### src/rtl/acs_pkg.sv
`default_nettype none

package acs_pkg;

  // Register byte offsets on the bus.
  localparam logic [7:0] OFS_CTRL      = 8'h00;
  localparam logic [7:0] OFS_ABE       = 8'h04;
  localparam logic [7:0] OFS_IRQ_STAT  = 8'h08;
  localparam logic [7:0] OFS_IRQ_MASK  = 8'h0C;
  localparam logic [7:0] OFS_STATUS    = 8'h10;

  // converter_control fields.
  localparam int CTL_ON      = 0;
  localparam int CTL_GO      = 1;
  localparam int CTL_SEL_LSB = 2;
  localparam int CTL_SEL_MSB = 6;

  // analog_block_enable_reg fields.
  localparam int ABE_ANA      = 0;
  localparam int ABE_DSEL_LSB = 4;
  localparam int ABE_DSEL_MSB = 6;
  localparam int ABE_DIG      = 7;

  // Interrupt status and mask fields.
  localparam int IRQ_DONE    = 0;
  localparam int IRQ_REFUSED = 1;
  localparam int IRQ_W       = 2;

  // Status register fields.
  localparam int ST_BUSY    = 0;
  localparam int ST_VALID   = 1;
  localparam int ST_ANA_PIN = 2;
  localparam int ST_DIG_PIN = 3;

  // Reset values.
  localparam logic [4:0]        SEL_RST  = 5'h00;
  localparam logic [2:0]        DSEL_RST = 3'h0;
  localparam logic [IRQ_W-1:0]  IRQ_RST  = 2'h0;

  // Channel selector code boundaries.
  localparam logic [4:0] CH_INT_LAST   = 5'h07;
  localparam logic [4:0] CH_INT2_FIRST = 5'h0A;
  localparam logic [4:0] CH_INT2_LAST  = 5'h10;
  localparam logic [4:0] CH_PIN_FIRST  = 5'h18;
  localparam logic [4:0] CH_PIN_LAST   = 5'h1C;
  localparam logic [4:0] CH_BIG_FIRST  = 5'h1D;

  // AHB-Lite encodings.
  localparam logic [2:0] HSIZE_BYTE = 3'h0;
  localparam logic [2:0] HSIZE_HALF = 3'h1;
  localparam int         HTRANS_ACT = 1;

  typedef enum logic [1:0] {
    ACS_IDLE  = 2'b00,
    ACS_START = 2'b01,
    ACS_BUSY  = 2'b11
  } acs_state_t;

endpackage : acs_pkg

`default_nettype wire

### src/rtl/acs_top.sv
// Overview of operation
// RULE1 - Control register holds the five-bit channel selector in bits six to two.
// RULE2 - Codes 00000 to 00111 route the eight first internal analog nodes.
// RULE3 - Codes 01010 to 10000 route more nodes; 01000, 01001, 10001-10111 none.
// RULE4 - Codes 11000 to 11100 route pins; 11101 to 11111 larger package only.
// RULE5 - Writing one to go bit one starts a conversion; reads one meanwhile.
// RULE6 - Hardware clears go on completion; zero means nothing in progress.
// RULE7 - Enable bit zero powers the converter; clear shuts it off.
// RULE8 - The selector also picks the signal at the test pin buffer.
// RULE9 - Bit seven is unimplemented: writes ignored, reads zero.
// RULE10 - With analog test route clear, selected signals go to the converter.
// RULE11 - Digital test route wins the test pin over the analog route.
// RULE12 - Software enables and settles the selector before go, keeps it meanwhile.
//
// The implementer's own choices: register access over AHB-Lite and the placing of the registers.
`default_nettype none

module acs_top #(
  parameter bit LARGE_PKG = 1'b0
) (
  input  wire logic        hclk,
  input  wire logic        hresetn,
  input  wire logic        hsel,
  input  wire logic [31:0] haddr,
  input  wire logic [1:0]  htrans,
  input  wire logic        hwrite,
  input  wire logic [2:0]  hsize,
  input  wire logic [31:0] hwdata,
  input  wire logic        hready,
  output logic      [31:0] hrdata,
  output logic             hreadyout,
  output logic             hresp,
  input  wire logic        adc_done,
  output logic             converter_on,
  output logic             conv_start,
  output logic      [4:0]  amux_sel,
  output logic             amux_sel_valid,
  output logic             amux_to_adc,
  output logic             amux_to_pin,
  output logic             dmux_to_pin,
  output logic      [2:0]  dmux_sel,
  output logic             irq
);
  import acs_pkg::*;

  ////////////////////////////////////////////////////////////////////////////

  // True when the access carries byte lane zero, where all fields live.
  function automatic logic lane0(input logic [2:0] size,
                                 input logic [1:0] a);
    logic r;
    r = 1'b1;
    if (size == HSIZE_BYTE) begin
      r = (a == 2'b00);
    end else if (size == HSIZE_HALF) begin
      r = ~a[1];
    end
    return r;
  endfunction : lane0

  // Selector codes that lead to an existing analog source.
  function automatic logic chan_valid(input logic [4:0] c);
    logic r;
    r = 1'b0;
    if (c <= CH_INT_LAST) begin
      r = 1'b1; // RULE2
    end else if (c >= CH_INT2_FIRST && c <= CH_INT2_LAST) begin
      r = 1'b1; // RULE3
    end else if (c >= CH_PIN_FIRST && c <= CH_PIN_LAST) begin
      r = 1'b1; // RULE4
    end else if (c >= CH_BIG_FIRST) begin
      r = LARGE_PKG; // RULE4
    end
    return r;
  endfunction : chan_valid

  ////////////////////////////////////////////////////////////////////////////
  // Bus address phase capture.

  logic       wr_pend_reg, wr_pend_next;
  logic [7:0] waddr_reg, waddr_next;
  logic       wlane_reg, wlane_next;
  logic       take;

  assign take = hsel & hready & htrans[HTRANS_ACT];

  always_comb begin
    wr_pend_next = take & hwrite;
    waddr_next   = waddr_reg;
    wlane_next   = wlane_reg;
    if (take) begin
      waddr_next = haddr[7:0];
      wlane_next = lane0(hsize, haddr[1:0]);
    end
  end

  always_ff @(posedge hclk or negedge hresetn) begin
    if (!hresetn) begin
      wr_pend_reg <= 1'b0;
      waddr_reg   <= 8'h00;
      wlane_reg   <= 1'b0;
    end else begin
      wr_pend_reg <= wr_pend_next;
      waddr_reg   <= waddr_next;
      wlane_reg   <= wlane_next;
    end
  end

  logic       wr_ctrl, wr_abe, wr_stat, wr_mask;
  logic [7:0] wb;

  assign wb      = hwdata[7:0];
  assign wr_ctrl = wr_pend_reg & wlane_reg & (waddr_reg == OFS_CTRL);
  assign wr_abe  = wr_pend_reg & wlane_reg & (waddr_reg == OFS_ABE);
  assign wr_stat = wr_pend_reg & wlane_reg & (waddr_reg == OFS_IRQ_STAT);
  assign wr_mask = wr_pend_reg & wlane_reg & (waddr_reg == OFS_IRQ_MASK);

  ////////////////////////////////////////////////////////////////////////////
  // Configuration registers.

  logic       on_reg, on_next;
  logic [4:0] sel_reg, sel_next;
  logic       ana_reg, ana_next;
  logic       dig_reg, dig_next;
  logic [2:0] dsel_reg, dsel_next;

  always_comb begin
    on_next   = on_reg;
    sel_next  = sel_reg;
    ana_next  = ana_reg;
    dig_next  = dig_reg;
    dsel_next = dsel_reg;
    if (wr_ctrl) begin
      on_next  = wb[CTL_ON]; // RULE7
      sel_next = wb[CTL_SEL_MSB:CTL_SEL_LSB]; // RULE1
    end
    if (wr_abe) begin
      ana_next  = wb[ABE_ANA];
      dig_next  = wb[ABE_DIG];
      dsel_next = wb[ABE_DSEL_MSB:ABE_DSEL_LSB];
    end
  end

  always_ff @(posedge hclk or negedge hresetn) begin
    if (!hresetn) begin
      on_reg   <= 1'b0;
      sel_reg  <= SEL_RST;
      ana_reg  <= 1'b0;
      dig_reg  <= 1'b0;
      dsel_reg <= DSEL_RST;
    end else begin
      on_reg   <= on_next;
      sel_reg  <= sel_next;
      ana_reg  <= ana_next;
      dig_reg  <= dig_next;
      dsel_reg <= dsel_next;
    end
  end

  ////////////////////////////////////////////////////////////////////////////
  // Conversion sequencer. The go flag is the sequencer's own state, so it
  // can never disagree with what the converter is doing.

  acs_state_t state_reg, state_next;
  logic       go_req, ev_done, ev_refused;

  assign go_req = wr_ctrl & wb[CTL_GO];

  always_comb begin
    state_next = state_reg;
    ev_done    = 1'b0;
    ev_refused = 1'b0;
    case (state_reg)
      ACS_IDLE: begin
        if (go_req && on_next) begin
          state_next = ACS_START; // RULE5
        end else if (go_req) begin
          ev_refused = 1'b1; // RULE7
        end
      end
      ACS_START: begin
        if (!on_next) begin
          state_next = ACS_IDLE; // RULE7
        end else begin
          state_next = ACS_BUSY;
        end
      end
      ACS_BUSY: begin
        // Switching the converter off aborts and raises no completion.
        if (!on_next) begin
          state_next = ACS_IDLE; // RULE7
        end else if (adc_done) begin
          state_next = ACS_IDLE; // RULE6
          ev_done    = 1'b1;
        end
      end
      default: begin
        state_next = ACS_IDLE;
      end
    endcase
  end

  always_ff @(posedge hclk or negedge hresetn) begin
    if (!hresetn) begin
      state_reg <= ACS_IDLE;
    end else begin
      state_reg <= state_next;
    end
  end

  ////////////////////////////////////////////////////////////////////////////
  // Interrupts. A new event beats a write-one-to-clear in the same cycle.

  logic [IRQ_W-1:0] stat_reg, stat_next;
  logic [IRQ_W-1:0] mask_reg, mask_next;
  logic [IRQ_W-1:0] ev;

  always_comb begin
    ev              = '0;
    ev[IRQ_DONE]    = ev_done;
    ev[IRQ_REFUSED] = ev_refused;
    stat_next       = stat_reg;
    mask_next       = mask_reg;
    if (wr_stat) begin
      stat_next = stat_reg & ~wb[IRQ_W-1:0];
    end
    stat_next = stat_next | ev;
    if (wr_mask) begin
      mask_next = wb[IRQ_W-1:0];
    end
  end

  always_ff @(posedge hclk or negedge hresetn) begin
    if (!hresetn) begin
      stat_reg <= IRQ_RST;
      mask_reg <= IRQ_RST;
    end else begin
      stat_reg <= stat_next;
      mask_reg <= mask_next;
    end
  end

  ////////////////////////////////////////////////////////////////////////////
  // Read data. Reads are built from next values so a read right behind a
  // write to the same register already returns the written value.

  logic [31:0] rdata_next;
  logic [7:0]  ctrl_view, abe_view, st_view;
  logic        go_view;

  assign go_view = (state_next != ACS_IDLE); // RULE5 RULE6

  always_comb begin
    ctrl_view = 8'h00; // RULE9
    ctrl_view[CTL_ON] = on_next;
    ctrl_view[CTL_GO] = go_view;
    ctrl_view[CTL_SEL_MSB:CTL_SEL_LSB] = sel_next;
    abe_view = 8'h00;
    abe_view[ABE_ANA] = ana_next;
    abe_view[ABE_DIG] = dig_next;
    abe_view[ABE_DSEL_MSB:ABE_DSEL_LSB] = dsel_next;
    st_view = 8'h00;
    st_view[ST_BUSY]    = go_view;
    st_view[ST_VALID]   = chan_valid(sel_next);
    st_view[ST_ANA_PIN] = ana_next & ~dig_next;
    st_view[ST_DIG_PIN] = dig_next;
    // The last read word stands until another read is taken.
    rdata_next = hrdata;
    if (take && !hwrite) begin
      if (haddr[7:0] == OFS_CTRL) begin
        rdata_next = 32'(ctrl_view);
      end else if (haddr[7:0] == OFS_ABE) begin
        rdata_next = 32'(abe_view);
      end else if (haddr[7:0] == OFS_IRQ_STAT) begin
        rdata_next = 32'(stat_next);
      end else if (haddr[7:0] == OFS_IRQ_MASK) begin
        rdata_next = 32'(mask_next);
      end else if (haddr[7:0] == OFS_STATUS) begin
        rdata_next = 32'(st_view);
      end else begin
        rdata_next = 32'h00000000;
      end
    end
  end

  ////////////////////////////////////////////////////////////////////////////
  // Output registers.

  logic o_adc_next, o_apin_next, o_dpin_next, o_start_next, o_irq_next;

  always_comb begin
    o_dpin_next  = dig_next; // RULE11
    o_apin_next  = ana_next & ~dig_next; // RULE11
    o_adc_next   = ~ana_next; // RULE10
    o_start_next = (state_next == ACS_START); // RULE5
    o_irq_next   = |(stat_next & mask_next);
  end

  always_ff @(posedge hclk or negedge hresetn) begin
    if (!hresetn) begin
      hrdata         <= 32'h00000000;
      hreadyout      <= 1'b1;
      hresp          <= 1'b0;
      converter_on   <= 1'b0;
      conv_start     <= 1'b0;
      amux_sel       <= SEL_RST;
      amux_sel_valid <= 1'b1;
      amux_to_adc    <= 1'b1;
      amux_to_pin    <= 1'b0;
      dmux_to_pin    <= 1'b0;
      dmux_sel       <= DSEL_RST;
      irq            <= 1'b0;
    end else begin
      hrdata         <= rdata_next;
      hreadyout      <= 1'b1;
      hresp          <= 1'b0;
      converter_on   <= on_next; // RULE7
      conv_start     <= o_start_next;
      amux_sel       <= sel_next; // RULE8
      amux_sel_valid <= chan_valid(sel_next); // RULE3
      amux_to_adc    <= o_adc_next;
      amux_to_pin    <= o_apin_next;
      dmux_to_pin    <= o_dpin_next;
      dmux_sel       <= dsel_next;
      irq            <= o_irq_next;
    end
  end

endmodule : acs_top

`default_nettype wire

### config.mk
export PLATFORM = sky130hd
export DESIGN_NAME = acs_top
export DESIGN_NICKNAME = d
export VERILOG_FILES = /design/src/rtl/acs_pkg.sv /design/src/rtl/acs_top.sv
export SDC_FILE = /design/constraint.sdc
export NUM_CORES = 1
export LEC_CHECK = 0
export BUFFER_PORTS_ARGS = -buffer_cell sky130_fd_sc_hd__buf_2
export CORE_MARGIN = 4
export CORE_UTILIZATION = 25
export DETAILED_ROUTE_END_ITERATION = 10
export GPL_TIMING_DRIVEN = 0
export HOLD_SLACK_MARGIN = 0.06
export SKIP_LAST_GASP = 1
export SLEW_MARGIN = 20
export SYNTH_ARGS = -nofsm -noshare
export SYNTH_HDL_FRONTEND = slang
export SYNTH_SLANG_ARGS = --single-unit
export TNS_END_PERCENT = 50
### constraint.sdc
create_clock -name hclk -period 2.1 [get_ports hclk]
set_input_delay 0 -clock hclk [delete_from_list [all_inputs] [get_ports hclk]]
set_output_delay 0 -clock hclk [all_outputs]
set_load 0.005 [all_outputs]
==> reports/metrics.csv, run 1 <==
stage,metric,value,unit
grt,grt_max_degree,41,
final_layout,drive_above_1_share,34.5,%
final_layout,final_cell_mix,"buf_2, dfrtp_1, buf_4, conb_1, dlygate4sd3_1",
setup_path,crit_path_end_kind,flip-flop,
synthesis,ys_types,42,
run_status,status,"finished, final reports clean",
placed_design,dpl_cell_area,0.00251,mm²
timing,setup_viol,0,
hold_path,hp-class,in -> reg,
timing,fin_crit,1.96,ns
setup_path,critical_path.cell_chain,"and4bb_1, nand2_1, or4_1, a31o_1, o21ai_1",
final_layout,diodes,0,
floorplanning,dieArea,0.00974,mm²
setup_path,worstPathRequired,2.31,ns
synthesis,ys_ff_latch,40,
setup_path,path_buf_inv,0,
synthesis,yosys_warnings,0,
grt,gr-total-overflow,0,
synthesis,syn-cell-area,0.00206,mm²
grt,grt_pass1_wl,8050,µm
grt,grt_pass1_vias,1654,
final_layout,nets,370,
timing,slew_headroom,41.4,%
setup_path,arrival,2.18,ns
final_layout,fillCellCount,829,
route,drtAntennaViolNets,0,
cts,clk_latency,0.29,ns
placed_design,dp_slack,0.0144,ns
cts,cts_inserted_buffers,5,
synthesis,async_reset_ff_share,100,%
synthesis,synth_edf_count,0,
placed_design,place.gp.congestion,0.809,
grt,grt_use_total,10.4,%
final_layout,area_growth_syn_to_layout,37.9,%
route,drt_iter0_drc,57,
route,dr.pass1.iters,4,
route,drt-total-wl,4980,µm
power,ir_drop,0.263,mV
cts,clockBufferDepth,2,
setup_path,crit_fanout,5,
timing,tightest_slew,0.880,ns
run,maxCapViolations,0,
setup_path,path_class,reg -> reg,
cts,clockRootBuffer,clkbuf_8,
final_layout,fin_util,36.1,%
synthesis,avgSynthCellArea,10.5,µm²
timing,fin_tns_setup,0,ns
setup_path,setup.worst_path.start_class,flip-flop,
floorplanning,start_util,26.2,%
synthesis,ys_seq_area_share,48.8,%
power,p_leak,1.39,nW
timing,finalHoldViolCount,0,
setup_path,critPathTopFamily,simple AND/OR/NAND/NOR gates,
synthesis,syn_inst,195,
timing,clock_skew,0.00443,ns
setup_path,worst_path_largest_cell_delay,0.53,ns
final_layout,design_area,0.00284,mm²
setup_path,slowest_stage,or4_1,
floorplanning,std_cell_rows,32,
cts,cts.sinks,40,
timing,fmax,0.509,GHz
placed_design,place.port_buffers,48,
cts,clk_pin_slew,0.07,ns
timing,finalCritPeriodShare,93.6,%
timing,slew_violations,0,
cts,htree_levels,2,
floorplanning,core-area,0.00785,mm²
route,wl_per_cell,12.5,µm
power,power.density,600,mW/mm²
timing,rsz0062_at_grt,false,
floorplanning,die_y,98.7,µm
grt,antenna_found_initial,0,
cts,cts_tree,built,
route,num_vias,1706,
floorplanning,num_io_pins,124,
route,via_per_inst,4.29,
final_layout,layout_commonest_cell,buf_2,
timing,fin_ws,0.135,ns
route,route.detailed.drc,0,
power,power,1.70,mW
floorplanning,die_x,98.7,µm
placed_design,hpwl,3840,µm
synthesis,dominantRegCellSynth,dfrtp_1,
layer usage:
| layer | track usage [%] | vias to the layer above | wire length (µm) |
|---|---|---|---|
| met5 | 0 | - | 0 |
| met4 | 3.15 | 0 | 53 |
| met3 | 3.11 | 5 | 342 |
| met2 | 16.6 | 60 | 2340 |
| met1 | 13.5 | 798 | 2240 |
| li1 | - | 843 | - |
power breakdown:
| group | total (mW) | internal [mW] | leakage, nW | switching (mW) |
|---|---|---|---|---|
| sequential | 0.887 | 0.835 | 0.483 | 0.0514 |
| clock | 0.519 | 0.268 | 0.0455 | 0.251 |
| combinational | 0.296 | 0.159 | 0.858 | 0.137 |
per-stage QoR:
step | hold WS [ns] | std cells
2_1_floorplan | -0.296 | 219
3_3_place_gp | 0.179 | 369
3_5_place_dp | 0.182 | 369
4_1_cts | 0.0623 | 396
5_1_grt | 0.101 | 398
6_report | 0.0879 | 398
worst reg2reg max path: stages (launching register included):
cell and delay, ns:
dfrtp_1 0.37, and4bb_1 0.46, nand2_1 0.16, or4_1 0.53
a31o_1 0.24, o21ai_1 0.13
Yosys cell counts, types with 4 or more instances:
cell,number,share of area [%]
nor2_1,13,2.4
o31ai_1,4,1.5
nor3_1,4,0.97
nand2_1,10,1.8
o21ai_0,7,1.7
mux2i_1,9,4.4
inv_1,12,2.2
dfrtp_1,38,46
mux2_2,14,7.7
buf_4,26,9.5
a21oi_1,7,1.7
kinds of logic (layout without fill, tap and decap cells):
group | count (synthesis) | after routing | share of synthesized area, %
simple gates | 53 | 53 | 15.2
compound gates | 35 | 35 | 11.2
buf+inv | 42 | 119 | 12.4
other cells | 2 | 26 | 0.365
flops | 40 | 40 | 48.8
mux | 23 | 23 | 12.1
layout make-up:
type                            instances  area (µm²)  area share, %
Buffer                                 30         210           7.41
Inverter                               12        45.0           1.59
Timing Repair Buffer                   69         448           15.8
Tap cell                              102         128           4.50
Clock buffer                            8        90.1           3.18
Multi-Input combinational cell        137         911           32.1
Sequential cell                        40        1000           35.4
path summary, 6_finish.rpt:
path / cells after the start / slack, ns / endpoint / from
max in group asynchronous: 2 / 1.18 / stat_reg[0] / hresetn
worst min-delay path: 3 / 0.09 / state_reg[1] / adc_done
min in group asynchronous: 2 / 0.37 / hrdata[4] / hresetn
worst min register to register: 1 / 0.47 / amux_to_adc / ana_reg
worst max register to register: 5 / 0.14 / hrdata[1] / waddr_reg[0]
worst max-delay path: 5 / 0.14 / hrdata[1] / waddr_reg[0]
what timing repair did:
action,CTS,global route
gates resized for setup,1,3
hold buffers,19,1
endpoints found under the setup margin,1,3
pin swaps,0,1
hold endpoints to repair,61,1
setup buffers,0,1
(Power assumes the default switching activity.)
==> inputs of run 2 (changes only) <==
- ABC_AREA: default -> 1
==> reports/metrics.csv, run 2 <==
stage,metric,value,unit
timing,fin_hold_ws,0.0754,ns
grt,antenna_found_initial,0,
setup_path,worst_path_largest_cell_delay,0.40,ns
floorplanning,start_util,25.9,%
synthesis,avgSynthCellArea,8.41,µm²
timing,slew_violations,0,
setup_path,arrival,1.96,ns
synthesis,synth_edf_count,0,
final_layout,final-seq-area,0.00100,mm²
power,ir_drop,0.256,mV
hold_path,hp-class,in -> reg,
route,dr.pass1.iters,6,
synthesis,yosysTopAreaCell,dfrtp_1,
cts,cts_tree,built,
final_layout,design_area,0.00290,mm²
setup_path,critical_path.cell_chain,"inv_1, nand2_1, nor2_1, nand3_4, o21ai_1, nand3_1, nand3_1, nand4_1, nand2_1, inv_1",
cts,clockBufferDepth,2,
grt,grt_pass1_wl,8550,µm
synthesis,ys_seq_area_share,47.0,%
setup_path,setup.worst_path.start_class,flip-flop,
setup_path,worstPathRequired,2.30,ns
timing,tightest_slew,0.921,ns
placed_design,hpwl,4030,µm
setup_path,crit_path_end_kind,flip-flop,
setup_path,regToRegSetupSlack,0.34,ns
grt,gr-total-overflow,0,
timing,finalHoldViolCount,0,
cts,ctsResizeCount,0,
placed_design,place.port_buffers,48,
synthesis,synth_commonest_cells,"nand2_1, dfrtp_1, inv_1",
run,maxCapViolations,0,
route,num_vias,1838,
final_layout,diodes,0,
route,route.detailed.drc,0,
synthesis,syn-cell-area,0.00214,mm²
final_layout,drive_above_1_share,31.2,%
timing,fmax,0.569,GHz
power,power.density,665,mW/mm²
final_layout,area_growth_syn_to_layout,35.7,%
cts,cts.sinks,40,
floorplanning,std_cell_rows,33,
setup_path,cp-endpoint,hrdata[1],
route,drt-total-wl,5180,µm
timing,fin_crit,1.76,ns
synthesis,ys_types,33,
route,wl_per_cell,11.3,µm
floorplanning,dieArea,0.0101,mm²
synthesis,dominantRegCellSynth,dfrtp_1,
run_status,status,"finished, final reports clean",
placed_design,dpl_cell_area,0.00260,mm²
synthesis,syn_inst,254,
cts,clk_pin_slew,0.08,ns
synthesis,yosys_warnings,0,
final_layout,fillCellCount,872,
setup_path,path_class,reg -> reg,
route,drtAntennaViolNets,0,
power,power,1.93,mW
setup_path,crit_path_start,waddr_reg[0],
timing,fin_tns_setup,0,ns
setup_path,crit_fanout,10,
final_layout,multiInputGateArea,856,µm²
cts,clk_latency,0.30,ns
timing,clock_skew,0.00404,ns
route,via_per_inst,4.01,
final_layout,nets,427,
timing,rsz0062_at_grt,false,
final_layout,final_cell_mix,"nand2_1, buf_2, dfrtp_1, inv_1",
synthesis,synth_area_leaders,"dfrtp_1, nand2_1, buf_4",
grt,grt_use_total,10.8,%
grt,grt_max_degree,41,
cts,htree_levels,2,
synthesis,yosysMostFrequentCell,nand2_1,
route,drt_iter0_drc,71,
cts,cts_inserted_buffers,5,
floorplanning,die_y,100,µm
final_layout,layout_commonest_cell,nand2_1,
setup_path,slowest_stage,dfrtp_1,
synthesis,async_reset_ff_share,100,%
timing,slew_headroom,38.6,%
setup_path,reg2reg_to,hrdata[1],
floorplanning,num_io_pins,124,
synthesis,synth_top_area_share,44.5,%
synthesis,ys_ff_latch,40,
setup_path,critPathTopFamily,simple AND/OR/NAND/NOR gates,
grt,grt_pass1_vias,1792,
power,p_leak,1.59,nW
setup_path,r2r.worst_path.cells,10,
setup_path,cp.depth,10,
setup_path,r2r-start,waddr_reg[0],
timing,finalCritPeriodShare,83.7,%
floorplanning,die_x,100,µm
setup_path,path_buf_inv,2,
cts,clockRootBuffer,clkbuf_8,
timing,setup_viol,0,
placed_design,place.gp.congestion,0.830,
cts,post-cts-setup-buffer-count,0,
floorplanning,core-area,0.00826,mm²
-- run 2: worst reg2reg max path, stage by stage (launching register included) --
cell and delay (ns):
dfrtp_1 0.40, inv_1 0.06, nand2_1 0.07, nor2_1 0.18, nand3_4 0.17, o21ai_1 0.33
nand3_1 0.14, nand3_1 0.11, nand4_1 0.09, nand2_1 0.07, inv_1 0.04
-- run 2: layout make-up --
class,count,share of cell area (%)
clock inverters,3,1.47
plain buffers,30,7.77
multi-input cells,170,29.5
well taps,105,4.53
clock buffers,5,2.37
inverters,38,4.92
flip-flops and latches,40,34.6
repair buffers,67,14.8
-- run 2: kinds of logic after synthesis --
| kind of cell | share of synthesized area (%) |
|---|---|
| simple gates | 27.1 |
| flops | 47.0 |
| buf+inv | 17.2 |
| other cells | 0.351 |
| compound gates | 8.37 |
-- run 2: worst min-delay path by stage --
stage	start	end	cells after the start	slack [ns]
6_report	hwdata[1]	mask_reg[1]	3	0.08
3_5_place_dp	hresetn	waddr_reg[1]	1	0.19
4_1_cts	adc_done	stat_reg[0]	5	0.07
2_1_floorplan	hresetn	amux_sel[0]	0	-0.30
3_3_place_gp	hresetn	waddr_reg[1]	1	0.18
5_1_grt	adc_done	stat_reg[0]	5	0.12
-- run 2: power by group --
group	switching, mW	internal, mW	leakage, nW
sequential	0.0461	0.849	0.478
combinational	0.220	0.177	1.06
clock	0.284	0.352	0.0541
total	0.550	1.38	1.59
-- run 2: routing by layer --
layer | share of wire [%] | track usage [%] | vias to the layer above
li1 | - | - | 947
met1 | 42 | 13.5 | 825
met2 | 47 | 17.1 | 59
met3 | 8.4 | 3.88 | 7
met4 | 2.2 | 4.15 | 0
met5 | 0 | 0 | -
-- run 2: per-stage QoR --
step	setup slack [ns]	instances	utilization (%)
after global placement	0.340	431	31.5
final	0.341	458	35.1
after detailed placement	0.322	431	31.5
after CTS	0.303	458	35.1
after global routing	0.113	458	35.1
after floorplan	0.616	278	-
-- run 2: timing repair --
item / in CTS / in global routing
hold buffers: 19 / 0
endpoints found under the setup margin: 0 / 0
endpoints found under the hold margin: 60 / 0
